===== src/hdl/iet_pkg.sv =====
// iet_pkg: constants and types of the interrupt entry timing model
// assumes a single core clock; all counts are in core clocks
package iet_pkg;
  // opcodes
  localparam logic [7:0] OP_SOFT_INT = 8'hcd;
  localparam logic [7:0] OP_BREAKPOINT = 8'hcc;
  localparam logic [7:0] OVERFLOW_TRAP_OP = 8'hce;
  localparam logic [7:0] OP_BOUNDS = 8'h62;
  localparam logic [7:0] INTERRUPT_RETURN_OP = 8'hcf;
  // vectors
  localparam logic [7:0] VEC_BREAKPOINT = 8'h03;
  localparam logic [7:0] VEC_OVERFLOW = 8'h04;
  localparam logic [7:0] VEC_BOUNDS = 8'h05;
  // extra clocks on top of the entry value; the not-taken overflow and in-range bounds costs stand alone
  localparam logic [9:0] EXT_SOFT_RV = 10'h004;
  localparam logic [9:0] EXT_SOFT_P = 10'h000;
  localparam logic [9:0] EXT_BREAKPOINT = 10'h000;
  localparam logic [9:0] EXT_OVERFLOW = 10'h002;
  localparam logic [9:0] CLK_OVERFLOW_NOT_TAKEN = 10'h003;
  localparam logic [9:0] CLK_BOUNDS_IN = 10'h007;
  localparam logic [9:0] PEN_BOUNDS = 10'h007;
  localparam logic [9:0] EXT_BOUNDS_OUT = 10'h018;
  localparam logic [9:0] EXT_EXTERNAL = 10'h00b;
  localparam logic [9:0] EXT_NMI = 10'h003;
  localparam logic [9:0] EXT_PAGE_FAULT = 10'h018;
  // interrupt return
  localparam logic [9:0] CLK_RET_RV = 10'h00f;
  localparam logic [9:0] PEN_RET_RV = 10'h008;
  localparam logic [9:0] CLK_RET_SAME = 10'h014;
  localparam logic [9:0] PEN_RET_SAME = 10'h00b;
  localparam logic [9:0] CLK_RET_OUTER = 10'h024;
  localparam logic [9:0] PEN_RET_OUTER = 10'h013;
  localparam logic [9:0] CLK_RET_NESTED = 10'h020;
  localparam logic [9:0] PEN_RET_NESTED = 10'h004;
  // task switch
  localparam logic [9:0] CLK_TS_32 = 10'h0a2;
  localparam logic [9:0] PEN_TS_32 = 10'h037;
  localparam logic [9:0] CLK_TS_16 = 10'h08f;
  localparam logic [9:0] PEN_TS_16 = 10'h01f;
  localparam logic [9:0] CLK_TS_V86 = 10'h08c;
  localparam logic [9:0] PEN_TS_V86 = 10'h025;
  // entry value
  localparam logic [9:0] CLK_INT_REAL = 10'h01a;
  localparam logic [9:0] PEN_INT_REAL = 10'h002;
  localparam logic [9:0] CLK_INT_SAME = 10'h02c;
  localparam logic [9:0] PEN_INT_SAME = 10'h006;
  localparam logic [9:0] CLK_INT_DIFF = 10'h047;
  localparam logic [9:0] PEN_INT_DIFF = 10'h011;
  localparam logic [9:0] CLK_INT_V86_DIFF = 10'h052;
  localparam logic [9:0] PEN_INT_V86_DIFF = 10'h011;
  localparam logic [9:0] CLK_INT_TASK = 10'h025;
  localparam logic [9:0] PEN_INT_TASK = 10'h003;

  typedef enum logic [1:0] {
    IET_MODE_REAL = 2'b00,
    IET_MODE_PROT = 2'b01,
    IET_MODE_V86 = 2'b10
  } iet_mode_e;

  typedef enum logic [1:0] {
    IET_GATE_SAME = 2'b00,
    IET_GATE_DIFF = 2'b01,
    IET_GATE_TASK = 2'b10
  } iet_gate_e;

  typedef enum logic [1:0] {
    IET_TSS_32 = 2'b00,
    IET_TSS_16 = 2'b01,
    IET_TSS_V86 = 2'b10
  } iet_tss_e;

  typedef enum logic [2:0] {
    IET_EV_NONE = 3'b000,
    IET_EV_EXTERNAL = 3'b001,
    IET_EV_NMI = 3'b010,
    IET_EV_PAGE_FAULT = 3'b011
  } iet_event_e;

  // request context
  typedef struct packed {
    iet_mode_e mode;
    iet_gate_e gate;
    iet_tss_e task_state_segment;
    logic overflow_flag;
    logic nested_task_flag;
    logic ret_outer;
    logic bounds_out;
    logic cache_miss;
  } iet_ctx_s;

  // result
  typedef struct packed {
    logic [9:0] clocks;
    logic [7:0] vector;
    logic taken;
    logic is_return;
    logic bad_op;
  } iet_res_s;
endpackage


===== src/hdl/iet_timing.sv =====
// iet_timing: decodes interrupt-class opcodes and events, reports latency
// assumes requests come from core logic on i_clk; a request is a one-cycle pulse
module iet_timing (
  // clock and reset
  input wire logic i_clk,
  input wire logic i_resetn,
  // instruction request
  input wire logic i_op_valid,
  input wire logic [7:0] i_opcode,
  input wire logic [7:0] i_type,
  // asynchronous-class event request
  input wire logic i_ev_valid,
  input wire iet_pkg::iet_event_e i_event,
  // context
  input wire iet_pkg::iet_ctx_s i_ctx,
  // result
  output logic o_done,
  output iet_pkg::iet_res_s o_res
);

  // hit plus optional miss penalty
  function automatic logic [9:0] f_cost(input logic [9:0] hit, input logic [9:0] pen, input logic miss);
    f_cost = miss ? 10'(hit + pen) : hit;
  endfunction

  logic [9:0] ts_clocks;
  logic [9:0] int_clocks;
  logic [9:0] ret_clocks;
  iet_pkg::iet_res_s nxt_res;
  logic nxt_done;
  logic done_ff;
  iet_pkg::iet_res_s res_ff;

  // task switch cost
  always_comb begin
    case (i_ctx.task_state_segment)
      iet_pkg::IET_TSS_16: ts_clocks = f_cost(iet_pkg::CLK_TS_16, iet_pkg::PEN_TS_16, i_ctx.cache_miss);
      iet_pkg::IET_TSS_V86: ts_clocks = f_cost(iet_pkg::CLK_TS_V86, iet_pkg::PEN_TS_V86, i_ctx.cache_miss);
      default: ts_clocks = f_cost(iet_pkg::CLK_TS_32, iet_pkg::PEN_TS_32, i_ctx.cache_miss);
    endcase
  end

  // entry value
  always_comb begin
    int_clocks = f_cost(iet_pkg::CLK_INT_REAL, iet_pkg::PEN_INT_REAL, i_ctx.cache_miss);
    if (i_ctx.mode != iet_pkg::IET_MODE_REAL && i_ctx.gate == iet_pkg::IET_GATE_TASK) begin
      int_clocks = 10'(f_cost(iet_pkg::CLK_INT_TASK, iet_pkg::PEN_INT_TASK, i_ctx.cache_miss) + ts_clocks);
    end else if (i_ctx.mode == iet_pkg::IET_MODE_V86) begin
      // v86 always enters through an outer-level gate
      int_clocks = f_cost(iet_pkg::CLK_INT_V86_DIFF, iet_pkg::PEN_INT_V86_DIFF, i_ctx.cache_miss);
    end else if (i_ctx.mode == iet_pkg::IET_MODE_PROT) begin
      if (i_ctx.gate == iet_pkg::IET_GATE_DIFF) begin
        int_clocks = f_cost(iet_pkg::CLK_INT_DIFF, iet_pkg::PEN_INT_DIFF, i_ctx.cache_miss);
      end else begin
        int_clocks = f_cost(iet_pkg::CLK_INT_SAME, iet_pkg::PEN_INT_SAME, i_ctx.cache_miss);
      end
    end
  end

  // return cost
  always_comb begin
    ret_clocks = f_cost(iet_pkg::CLK_RET_RV, iet_pkg::PEN_RET_RV, i_ctx.cache_miss);
    if (i_ctx.mode == iet_pkg::IET_MODE_PROT) begin
      if (i_ctx.nested_task_flag) begin
        ret_clocks = 10'(f_cost(iet_pkg::CLK_RET_NESTED, iet_pkg::PEN_RET_NESTED, i_ctx.cache_miss) + ts_clocks);
      end else if (i_ctx.ret_outer) begin
        ret_clocks = f_cost(iet_pkg::CLK_RET_OUTER, iet_pkg::PEN_RET_OUTER, i_ctx.cache_miss);
      end else begin
        ret_clocks = f_cost(iet_pkg::CLK_RET_SAME, iet_pkg::PEN_RET_SAME, i_ctx.cache_miss);
      end
    end
  end

  // decode; events take priority over an instruction in the same cycle
  always_comb begin
    nxt_res = '0;
    nxt_done = 1'b0;
    if (i_ev_valid) begin
      nxt_done = 1'b1;
      nxt_res.taken = 1'b1;
      case (i_event)
        iet_pkg::IET_EV_EXTERNAL: nxt_res.clocks = 10'(int_clocks + iet_pkg::EXT_EXTERNAL);
        iet_pkg::IET_EV_NMI: nxt_res.clocks = 10'(int_clocks + iet_pkg::EXT_NMI);
        iet_pkg::IET_EV_PAGE_FAULT: nxt_res.clocks = 10'(int_clocks + iet_pkg::EXT_PAGE_FAULT);
        default: begin
          nxt_res.taken = 1'b0;
          nxt_res.bad_op = 1'b1;
        end
      endcase
    end else if (i_op_valid) begin
      nxt_done = 1'b1;
      case (i_opcode)
        iet_pkg::OP_SOFT_INT: begin
          nxt_res.taken = 1'b1;
          nxt_res.vector = i_type;
          nxt_res.clocks = (i_ctx.mode == iet_pkg::IET_MODE_PROT) ?
            10'(int_clocks + iet_pkg::EXT_SOFT_P) : 10'(int_clocks + iet_pkg::EXT_SOFT_RV);
        end
        iet_pkg::OP_BREAKPOINT: begin
          nxt_res.taken = 1'b1;
          nxt_res.vector = iet_pkg::VEC_BREAKPOINT;
          nxt_res.clocks = 10'(int_clocks + iet_pkg::EXT_BREAKPOINT);
        end
        iet_pkg::OVERFLOW_TRAP_OP: begin
          if (i_ctx.overflow_flag) begin
            nxt_res.taken = 1'b1;
            nxt_res.vector = iet_pkg::VEC_OVERFLOW;
            nxt_res.clocks = 10'(int_clocks + iet_pkg::EXT_OVERFLOW);
          end else begin
            nxt_res.clocks = iet_pkg::CLK_OVERFLOW_NOT_TAKEN;
          end
        end
        iet_pkg::OP_BOUNDS: begin
          if (i_ctx.bounds_out) begin
            nxt_res.taken = 1'b1;
            nxt_res.vector = iet_pkg::VEC_BOUNDS;
            nxt_res.clocks = 10'(int_clocks + iet_pkg::EXT_BOUNDS_OUT);
          end else begin
            nxt_res.clocks = f_cost(iet_pkg::CLK_BOUNDS_IN, iet_pkg::PEN_BOUNDS, i_ctx.cache_miss);
          end
        end
        iet_pkg::INTERRUPT_RETURN_OP: begin
          nxt_res.is_return = 1'b1;
          nxt_res.clocks = ret_clocks;
        end
        default: nxt_res.bad_op = 1'b1;
      endcase
    end
  end

  always_ff @(posedge i_clk or negedge i_resetn) begin
    if (!i_resetn) begin
      done_ff <= 1'b0;
    end else begin
      done_ff <= nxt_done;
    end
  end

  always_ff @(posedge i_clk or negedge i_resetn) begin
    if (!i_resetn) begin
      res_ff <= '0;
    end else begin
      res_ff <= nxt_res;
    end
  end

  assign o_done = done_ff;
  assign o_res = res_ff;
endmodule // iet_timing


===== config.mk =====
export PLATFORM = sky130hd
export DESIGN_NAME = iet_timing
export DESIGN_NICKNAME = d
export VERILOG_FILES = /design/src/hdl/iet_pkg.sv /design/src/hdl/iet_timing.sv
export SDC_FILE = /design/constraint.sdc
export NUM_CORES = 1
export LEC_CHECK = 0
export BUFFER_PORTS_ARGS = -buffer_cell sky130_fd_sc_hd__buf_2
export CAP_MARGIN = 10
export CORE_MARGIN = 3
export CORE_UTILIZATION = 43
export DETAILED_ROUTE_END_ITERATION = 7
export PLACE_DENSITY = 0.66
export SYNTH_ARGS = -nofsm -noshare
export SYNTH_HDL_FRONTEND = slang
export SYNTH_SLANG_ARGS = --single-unit

===== constraint.sdc =====
create_clock -name i_clk -period 0.8 [get_ports i_clk]
set_clock_uncertainty 0.2 [all_clocks]
set_input_delay 0.08 -clock i_clk [delete_from_list [all_inputs] [get_ports i_clk]]
set_output_delay 0.08 -clock i_clk [all_outputs]
set_load 0.02 [all_outputs]

==> results.txt, run 1 <==
fin cells: 589
Fin Hold WS: -176 ps
WP data arrival: 2950 ps
Via Count: 3,644
Synth Flop Type: dfrtp_1
Comb pwr share: 56.7%
CP Launch Type: primary input
Initial Util: 45.0%
fin crit period: 3010 ps
Reg area: 551 sq um
Required @ worst endpoint: 730 ps
clock group share of total power: 20.3%
Crit. End Element: flop
fmax: 332 MHz
register area share after synthesis: 21.8%
TritonCTS buffer count: 3
Post-synth EDFFs: 0
failing checks: negative hold slack, negative setup slack
final instance area: 4750 sq um
static leakage: 2.13 nW
Cell variety after synth: 62
most used cell, CP: ha_4
nets@finish: 571
Vias/cell: 6.19
Min-Delay Path Class: in -> reg
CTS tree: yes
Area after DPL: 3840 sq um
synth warn: 0
Post-Synthesis Mean Instance Area: 7.54 sq um
Final setup viols: 42
post-route clock period utilization: 377%
top-area cell type share of the netlist area: 21.8%
Synth area leaders: dfrtp_1 22%, ha_1 8.9%, a21oi_1 5.3%, nor2_1 5.1%, nand2_1 4.9%
pin count of the biggest net entering global routing: 23
Antenna diodes: 0
CORE AREA: 5610 sq um
GP Congestion: 0.994
Post-Syn Nets: 388
Max Transition Viols Final: 0
number of routed nets with antenna violations: 0
first-pass GRT wire length: 17.1 mm
Async S/R FF share, synth: 100%
Mapped Cells: 335
vias in the first global route: 3,466
max_cap viols: 0
Total Routing Usage GR: 32.6%
initial antenna violation count: 0
DR iter-0 viols: 338
area of the multi-input gates: 2340 sq um
crit-path cells: buf_12, inv_12, ha_4, nor2_4, a21oi_4, ha_4, ha_4, nor3b_2, a31oi_1, o211a_1, inv_4, ha_4, and3b_2, a31oi_4, o41ai_4, a32oi_1, o22ai_1, a221oi_2, nand3b_1
Pre-antenna DRT Iters: 7
CP Max Fanout: 3
P&R area growth vs syn: 87.9%
Die ar.: 6830 sq um
sw frac: 36.2%
critical path type: in -> reg
Residual DRC: 0
Worst-path clk slew: 80 ps
Pint: 3.26 mW
CTS root buf: clkbuf_8
sequential fraction of design power: 23.0%
Routed WL: 11.8 mm
Die Span Y: 82.6 microns
clock sink count: 22
Max Root-Sink Buffers: 2
placed cell count: 559
Rows: 27
htree depth: 1
Peak VDD IR: 0.936 mV
Synth Register Bits: 22
grt ovf: 0
Pwr Density: 1080 nW/um^2
setup ws final: -2210 ps
Port Buffer Count: 55
I/O pins: 56
Hold Vio Cnt, Final: 8
layout cells sized above 1: 55.7%
Setup WS pre-CTS: -2560 ps
hpwl dp: 7.80 mm
FILL cells: 300
hold_buf cts: 1
WL per Instance: 20.1 microns
Synth area leader: dfrtp_1
CP peak stage delay: 290 ps
CP max-delay cell: a221oi_2
die width: 82.6 microns
status: complete, but fails checks
Mapped Area: 2530 sq um
switching power: 1.85 mW
RSZ-0062 raised after global routing: true
==> layer usage <==
metal  routed length [microns]  track usage, %  up-vias
met1                      4300            38.3     1699
met5                         0               0        -
li1                          -               -     1590
met2                      5880            57.8      270
met4                       759            16.8        0
met3                       910            4.01       85
==> logic make-up after synthesis <==
| group | synth area share [%] |
|---|---|
| buf+inv | 5.60 |
| compound gates | 26.7 |
| xor+xnor | 3.81 |
| other cells | 0.148 |
| simple gates | 30.6 |
| flops | 21.8 |
| fa+ha+maj | 9.71 |
| mux | 1.63 |
==> worst paths after layout <==
check / start / to / slack, ps / cells past startpoint
max: i_ctx[5] / o_res[17] / -2210 / 19
min: i_type[7] / o_res[10] / -180 / 2
max in group asynchronous: i_resetn / o_res[12] / 190 / 3
min in group asynchronous: i_resetn / o_res[20] / 70 / 3
==> cell usage in the layout (no fill, tap or decap), types with 4 or more instances in the layout <==
master	n
or2_2	4
o21ai_0	6
o22ai_1	5
buf_6	40
o21ai_1	8
nor2_4	9
nor3_1	7
nor2b_1	5
buf_2	25
ha_4	10
nor2_1	24
and2_1	8
ha_1	6
dfrtp_1	22
nand2b_1	9
o211ai_1	6
nand3_1	7
nand2_1	29
buf_4	123
nand4_1	5
xnor2_1	8
inv_1	9
a21oi_2	7
a211oi_1	5
a21oi_1	18
==> cells in the mapped netlist, types with 2 or more instances <==
master    number
o211ai_1       6
nor2_4         2
o32a_1         3
a211o_1        3
a22oi_1        2
nor4_1         2
a32oi_1        2
o32ai_1        2
or2_2          5
nand4_1        5
nor3_1        11
nand3b_1       2
nand3_1       10
a31oi_1        5
xnor2_1        9
a41oi_1        4
xor2_1         2
nand2b_1      10
dfrtp_1       22
nor3b_1        3
a211oi_1       8
ha_1          18
nand2_1       33
a21oi_1       27
nor2b_1        5
o22ai_1        5
inv_1         15
and2_1         9
or3_1          3
and3_1         4
nor2_1        34
mux2i_1        3
o21ai_0       15
o21a_1         3
buf_2          7
o221ai_1       2
clkbuf_1       8
nor4b_1        2
==> flip-flops by register name, indices dropped and copies added, names as in the netlist <==
name	count
o_done	1
o_res	21
==> worst max-delay path: cells and delay by family <==
kind            cells  cell delay [ps]
fa+ha+maj           4              750
compound gates      8             1370
simple gates        4              530
buf+inv             3              200
==> per-stage QoR <==
stage,TNS (ps),util (%),total power [mW]
global placement,-28630,68.4,3.31
detailed placement,-29400,68.4,3.34
floorplan,-21900,-,2.35
finish,-27410,84.6,5.10
global route,-29220,84.6,5.31
CTS,-25990,80.3,4.72
==> what timing repair did <==
item / in CTS / in global routing
gates cloned: 0 / 0
resized for setup: 116 / 38
buffers inserted: 17 / 13
setup endpoints to repair: 42 / 42
pin swaps: 42 / 28
hold endpoints to repair: 31 / 8
==> power groups by stage <==
stage | sequential, mW | clock (mW) | combinational (mW)
floorplan | 1.24 | 0 | 1.11
global placement | 1.18 | 0 | 2.13
detailed placement | 1.19 | 0 | 2.16
CTS | 1.17 | 1.04 | 2.50
global route | 1.18 | 1.09 | 3.04
finish | 1.17 | 1.04 | 2.89
==> area by class of cell <==
type / count / area share, %
multi-input cells: 280 / 49.3
repair buffers: 195 / 34.0
flip-flops and latches: 22 / 11.6
well taps: 72 / 1.90
inverters: 16 / 1.69
clock buffers: 3 / 0.870
clock inverters: 1 / 0.633
Power figures use the tool's default switching activity.
==> run 2, diff against run 1 <==
--- a/config.mk
+++ b/config.mk
@@ -11,6 +11,7 @@
 export CORE_UTILIZATION = 43
 export DETAILED_ROUTE_END_ITERATION = 7
 export PLACE_DENSITY = 0.66
+export SKIP_CTS_REPAIR_TIMING = 1
 export SYNTH_ARGS = -nofsm -noshare
 export SYNTH_HDL_FRONTEND = slang
 export SYNTH_SLANG_ARGS = --single-unit
==> run 2 against run 1 <==
Total power down 5.4%. Via count down 5.3%. Clock power about the same. Hold slack worse by 7.3 ps. Highest routed layer unchanged. The run still ends with negative hold slack, negative setup slack left.
==> results.txt, run 2 (synthesized netlist as in run 1, its figures left out) <==
post-route clock period utilization: 391% (was 377%)
critical path type: in -> reg (unchanged)
die width: 82.6 microns (unchanged)
Worst-path clk slew: 80 ps (about the same)
Final setup viols: 42 (unchanged)
Hold Vio Cnt, Final: 8 (unchanged)
Vias/cell: 6.02 (was 6.19)
Total Routing Usage GR: 28.3% (was 32.6%)
initial antenna violation count: 1 (was 0)
CP Launch Type: primary input (unchanged)
RSZ-0062 raised after global routing: true (unchanged)
setup ws final: -2330 ps (was -2210 ps)
Die Span Y: 82.6 microns (unchanged)
Max Transition Viols Final: 0 (unchanged)
critical path endpoint: o_res[17] (unchanged)
Port Buffer Count: 55 (unchanged)
switching power: 1.72 mW (was 1.85 mW)
commonest non-fill, non-tap cell in the layout: buf_4 (unchanged)
Rows: 27 (unchanged)
status: complete, but fails checks (unchanged)
Max Root-Sink Buffers: 2 (unchanged)
WP data arrival: 3060 ps (was 2950 ps)
crit-path cells: buf_12, inv_12, ha_4, nor2_2, ha_4, a31oi_4, a211o_1, nand4_1, ha_1, and3b_1, a31oi_2, o41ai_4, a32oi_1, o22ai_1, a221oi_2, nand3b_1 (was buf_12, inv_12, ha_4, nor2_4, a21oi_4, ha_4, ha_4, nor3b_2, a31oi_1, o211a_1, inv_4, ha_4, and3b_2, a31oi_4, o41ai_4, a32oi_1, o22ai_1, a221oi_2, nand3b_1)
Comb pwr share: 54.1% (was 56.7%)
static leakage: 2.04 nW (was 2.13 nW)
max_cap viols: 0 (unchanged)
first-pass GRT wire length: 14.8 mm (was 17.1 mm)
Via Count: 3,450 (was 3,644)
sequential fraction of design power: 24.3% (was 23.0%)
nets@finish: 555 (was 571)
most used cell, CP: ha_4 (unchanged)
vias in the first global route: 3,067 (was 3,466)
Peak VDD IR: 0.996 mV (was 0.936 mV)
P&R area growth vs syn: 78.4% (was 87.9%)
fmax: 320 MHz (was 332 MHz)
failing checks: negative hold slack, negative setup slack (unchanged)
Util after Layout: 80.3% (was 84.6%)
CP peak stage delay: 360 ps (was 290 ps)
TritonCTS buffer count: 3 (unchanged)
WL per Instance: 19.0 microns (was 20.1 microns)
I/O pins: 56 (unchanged)
Crit. End Element: flop (unchanged)
grt ovf: 0 (unchanged)
Pint: 3.11 mW (was 3.26 mW)
hpwl dp: 7.80 mm (unchanged)
Required @ worst endpoint: 730 ps (about the same)
fin crit period: 3130 ps (was 3010 ps)
Residual DRC: 0 (unchanged)
pin count of the biggest net entering global routing: 23 (unchanged)
Largest register FFs: 21 (unchanged)
Pwr Density: 1070 nW/um^2 (was 1080 nW/um^2)
Initial Util: 45.0% (unchanged)
CORE AREA: 5610 sq um (unchanged)
Setup WS pre-CTS: -2560 ps (unchanged)
number of routed nets with antenna violations: 0 (unchanged)
Fin Hold WS: -183 ps (was -176 ps)
CP max-delay cell: ha_1 (was a221oi_2)
most frequent cells in the layout: 104 x buf_4, 42 x buf_6, 28 x nand2_1 (was 123 x buf_4, 40 x buf_6, 29 x nand2_1)
Power Total: 4.83 mW (was 5.10 mW)
Worst Hold Depth: 2 (unchanged)
Pre-antenna DRT Iters: 5 (was 7)
Routed WL: 10.9 mm (was 11.8 mm)
layout cells sized above 1: 51.5% (was 55.7%)
clock sink count: 22 (unchanged)
CP Max Fanout: 3 (unchanged)
Area after DPL: 3840 sq um (unchanged)
Die ar.: 6830 sq um (unchanged)
Min-Delay Path Class: in -> reg (unchanged)
sw frac: 35.6% (was 36.2%)
GP Congestion: 0.994 (unchanged)
Antenna diodes: 0 (unchanged)
final instance area: 4510 sq um (was 4750 sq um)
CTS root buf: clkbuf_8 (unchanged)
Critical Path Source: i_ctx[5] (unchanged)
htree depth: 1 (unchanged)
DR iter-0 viols: 314 (was 338)
clock group share of total power: 21.6% (was 20.3%)
FILL cells: 364 (was 300)
CTS tree: yes (unchanged)
run 2: worst min path at each step:
| stage | from | end | slack, ps |
|---|---|---|---|
| floorplan | i_resetn | o_done | -420 |
| global placement | i_resetn | o_res[14] | -180 |
| detailed placement | i_resetn | o_res[17] | -180 |
| CTS | i_resetn | o_res[16] | -460 |
| global route | i_type[6] | o_res[9] | -180 |
| finish | i_type[7] | o_res[10] | -180 |
run 2: worst max-delay path, delay by kind of cell:
kind            cells  cell delay, ps
compound gates      7            1320
fa+ha+maj           3             850
buf+inv             2             130
simple gates        4             670
run 2: stage by stage:
step	TNS [ps]	std cells
floorplan	-21900	335
global placement	-28630	559
detailed placement	-29400	559
CTS	-29840	563
global route	-29750	573
finish	-28020	573
run 2: cell type report:
cell class | count | area, sq um | share of cell area [%]
multi-input combinational | 280 | 2220 | 49.3
timing repair buffer | 179 | 1490 | 33.2
sequential | 22 | 551 | 12.2
tap | 72 | 90.1 | 2.00
inverter | 16 | 77.6 | 1.72
clock buffer | 3 | 41.3 | 0.916
clock inverter | 1 | 30.0 | 0.666
run 2: power groups by stage:
stage                     Combinational (mW)  Sequential, mW  Clock (mW)
after floorplan                         1.11            1.24           0
after global placement                  2.13            1.18           0
after detailed placement                2.16            1.19           0
after CTS                               2.18            1.16        1.04
after global routing                    2.79            1.18        1.11
final                                   2.61            1.17        1.04
run 2: routing by layer:
| layer | part of all wire [%] | global-route usage, % | up-vias |
|---|---|---|---|
| li1 | - | - | 1557 |
| met1 | 36 | 35.4 | 1614 |
| met2 | 51 | 48.1 | 211 |
| met3 | 7.3 | 3.04 | 68 |
| met4 | 5.7 | 13.9 | 0 |
| met5 | 0 | 0 | - |
==> run 3, diff against run 2 <==
--- a/config.mk
+++ b/config.mk
@@ -10,8 +10,10 @@
 export CORE_MARGIN = 3
 export CORE_UTILIZATION = 43
 export DETAILED_ROUTE_END_ITERATION = 7
+export HOLD_SLACK_MARGIN = 0.02
 export PLACE_DENSITY = 0.66
 export SKIP_CTS_REPAIR_TIMING = 1
+export SKIP_LAST_GASP = 1
 export SYNTH_ARGS = -nofsm -noshare
 export SYNTH_HDL_FRONTEND = slang
 export SYNTH_SLANG_ARGS = --single-unit
==> run 3 against run 2 <==
The run still ends with negative hold slack, negative setup slack left. Design area down 1.3%. Via count shrank 1.7%. Sequential power about the same. Largest cell class unchanged. Largest power group unchanged.
==> results.txt, run 3 (synthesized netlist as in run 1, its figures left out) <==
commonest non-fill, non-tap cell in the layout: buf_4 (unchanged)
htree depth: 1 (unchanged)
CP Max Fanout: 3 (unchanged)
setup ws final: -2340 ps (was -2330 ps)
met3 Resource Use GR: 3.04% (unchanged)
fmax: 318 MHz (was 320 MHz)
Min-Delay Path Class: in -> reg (unchanged)
fin cells: 573 (unchanged)
Vias/cell: 5.92 (was 6.02)
first-pass GRT wire length: 14.8 mm (unchanged)
Peak VDD IR: 0.973 mV (was 0.996 mV)
FILL cells: 378 (was 364)
Max Root-Sink Buffers: 2 (unchanged)
Routed WL: 10.6 mm (was 10.9 mm)
met1 Use GR: 35.4% (unchanged)
die width: 82.6 microns (unchanged)
CTS root buf: clkbuf_8 (unchanged)
WP data arrival: 3070 ps (was 3060 ps)
P&R area growth vs syn: 76.0% (was 78.4%)
Max Transition Viols Final: 0 (unchanged)
clock sink count: 22 (unchanged)
I/O pins: 56 (unchanged)
most used cell, CP: ha_4 (unchanged)
layout cells sized above 1: 50.7% (was 51.5%)
Critical Path Source: i_ctx[5] (unchanged)
Rows: 27 (unchanged)
grt ovf: 0 (unchanged)
Pre-antenna DRT Iters: 6 (was 5)
Fin Hold WS: -184 ps (was -183 ps)
Setup WS pre-CTS: -2560 ps (unchanged)
grt peak-use layer: met2 (unchanged)
Largest register FFs: 21 (unchanged)
DR iter-0 viols: 373 (was 314)
Port Buffer Count: 55 (unchanged)
number of routed nets with antenna violations: 0 (unchanged)
placed cell count: 559 (unchanged)
max_cap viols: 0 (unchanged)
CP max-delay cell: ha_1 (unchanged)
CP Launch Type: primary input (unchanged)
Final setup viols: 42 (unchanged)
WL per Instance: 18.5 microns (was 19.0 microns)
TritonCTS buffer count: 3 (unchanged)
pin count of the biggest net entering global routing: 23 (unchanged)
most frequent cells in the layout: 108 x buf_4, 35 x buf_6, 30 x buf_2 (was 104 x buf_4, 42 x buf_6, 28 x nand2_1)
Die ar.: 6830 sq um (unchanged)
failing checks: negative hold slack, negative setup slack (unchanged)
CP peak stage delay: 360 ps (about the same)
fin crit period: 3140 ps (was 3130 ps)
Antenna diodes: 0 (unchanged)
Crit. End Element: flop (unchanged)
hpwl dp: 7.80 mm (unchanged)
nets@finish: 555 (unchanged)
final instance area: 4450 sq um (was 4510 sq um)
vias in the first global route: 3,067 (unchanged)
Worst-path clk slew: 90 ps (was 80 ps)
Via Count: 3,390 (was 3,450)
static leakage: 2.01 nW (was 2.04 nW)
initial antenna violation count: 0 (was 1)
critical path type: in -> reg (unchanged)
hold_sp: i_type[7] (unchanged)
GR Layer Usage met2: 48.1% (unchanged)
CTS tree: yes (unchanged)
Hold Vio Cnt, Final: 9 (was 8)
CORE AREA: 5610 sq um (unchanged)
critical path endpoint: o_res[17] (unchanged)
Die Span Y: 82.6 microns (unchanged)
RSZ-0062 raised after global routing: true (unchanged)
status: complete, but fails checks (unchanged)
Initial Util: 45.0% (unchanged)
post-route clock period utilization: 393% (was 391%)
GP Congestion: 0.994 (unchanged)
Required @ worst endpoint: 730 ps (about the same)
Power Total: 4.77 mW (was 4.83 mW)
Residual DRC: 0 (unchanged)
Pwr Density: 1070 nW/um^2 (about the same)
Area after DPL: 3840 sq um (unchanged)
Total Routing Usage GR: 28.3% (unchanged)
crit-path cells: buf_12, inv_12, ha_4, nor2_2, ha_4, a31oi_4, a211o_1, nand4_1, ha_1, and3b_1, a31oi_2, o41ai_4, a32oi_1, o22ai_1, a221oi_2, nand3b_1 (unchanged)
-- run 3: worst min path at each step --
stage,to,cells after the start,slack [ps]
6_report,o_res[10],2,-180
5_1_grt,o_res[8],2,-180
4_1_cts,o_res[16],2,-460
3_5_place_dp,o_res[17],2,-180
3_3_place_gp,o_res[14],2,-180
2_1_floorplan,o_done,0,-420
-- run 3: area by class of cell --
| type | count | area [sq um] | area share, % |
|---|---|---|---|
| multi-input combinational | 280 | 2200 | 49.4 |
| timing repair buffer | 179 | 1460 | 32.8 |
| clock buffer | 3 | 41.3 | 0.929 |
| clock inverter | 1 | 30.0 | 0.675 |
| inverter | 16 | 77.6 | 1.74 |
| sequential | 22 | 551 | 12.4 |
| tap | 72 | 90.1 | 2.03 |
-- run 3: where the power goes --
group          switching (mW)  total, mW  internal (mW)
Combinational            1.30       2.56           1.26
Sequential             0.0224       1.17           1.15
Clock                   0.372       1.04          0.669
Total                    1.69       4.77           3.08
-- run 3: critical path: cells and delay by family --
| kind | cells | cell delay (ps) |
|---|---|---|
| AO/OA/AOI/OAI | 7 | 1340 |
| adder cells (fa/ha/maj) | 3 | 850 |
| AND/OR/NAND/NOR | 4 | 660 |
| buffers and inverters | 2 | 130 |
-- run 3: through the flow --
step	setup TNS, ps	utilization (%)
after floorplan	-21900	-
after CTS	-29840	69.7
after global routing	-29680	79.3
final	-27880	79.3
after global placement	-28630	68.4
after detailed placement	-29400	68.4
-- run 3: per-layer routing --
layer	share of wire (%)	vias to the layer above
met5	0	-
met4	5.0	0
met3	6.2	61
met2	51	183
met1	38	1596
li1	-	1550
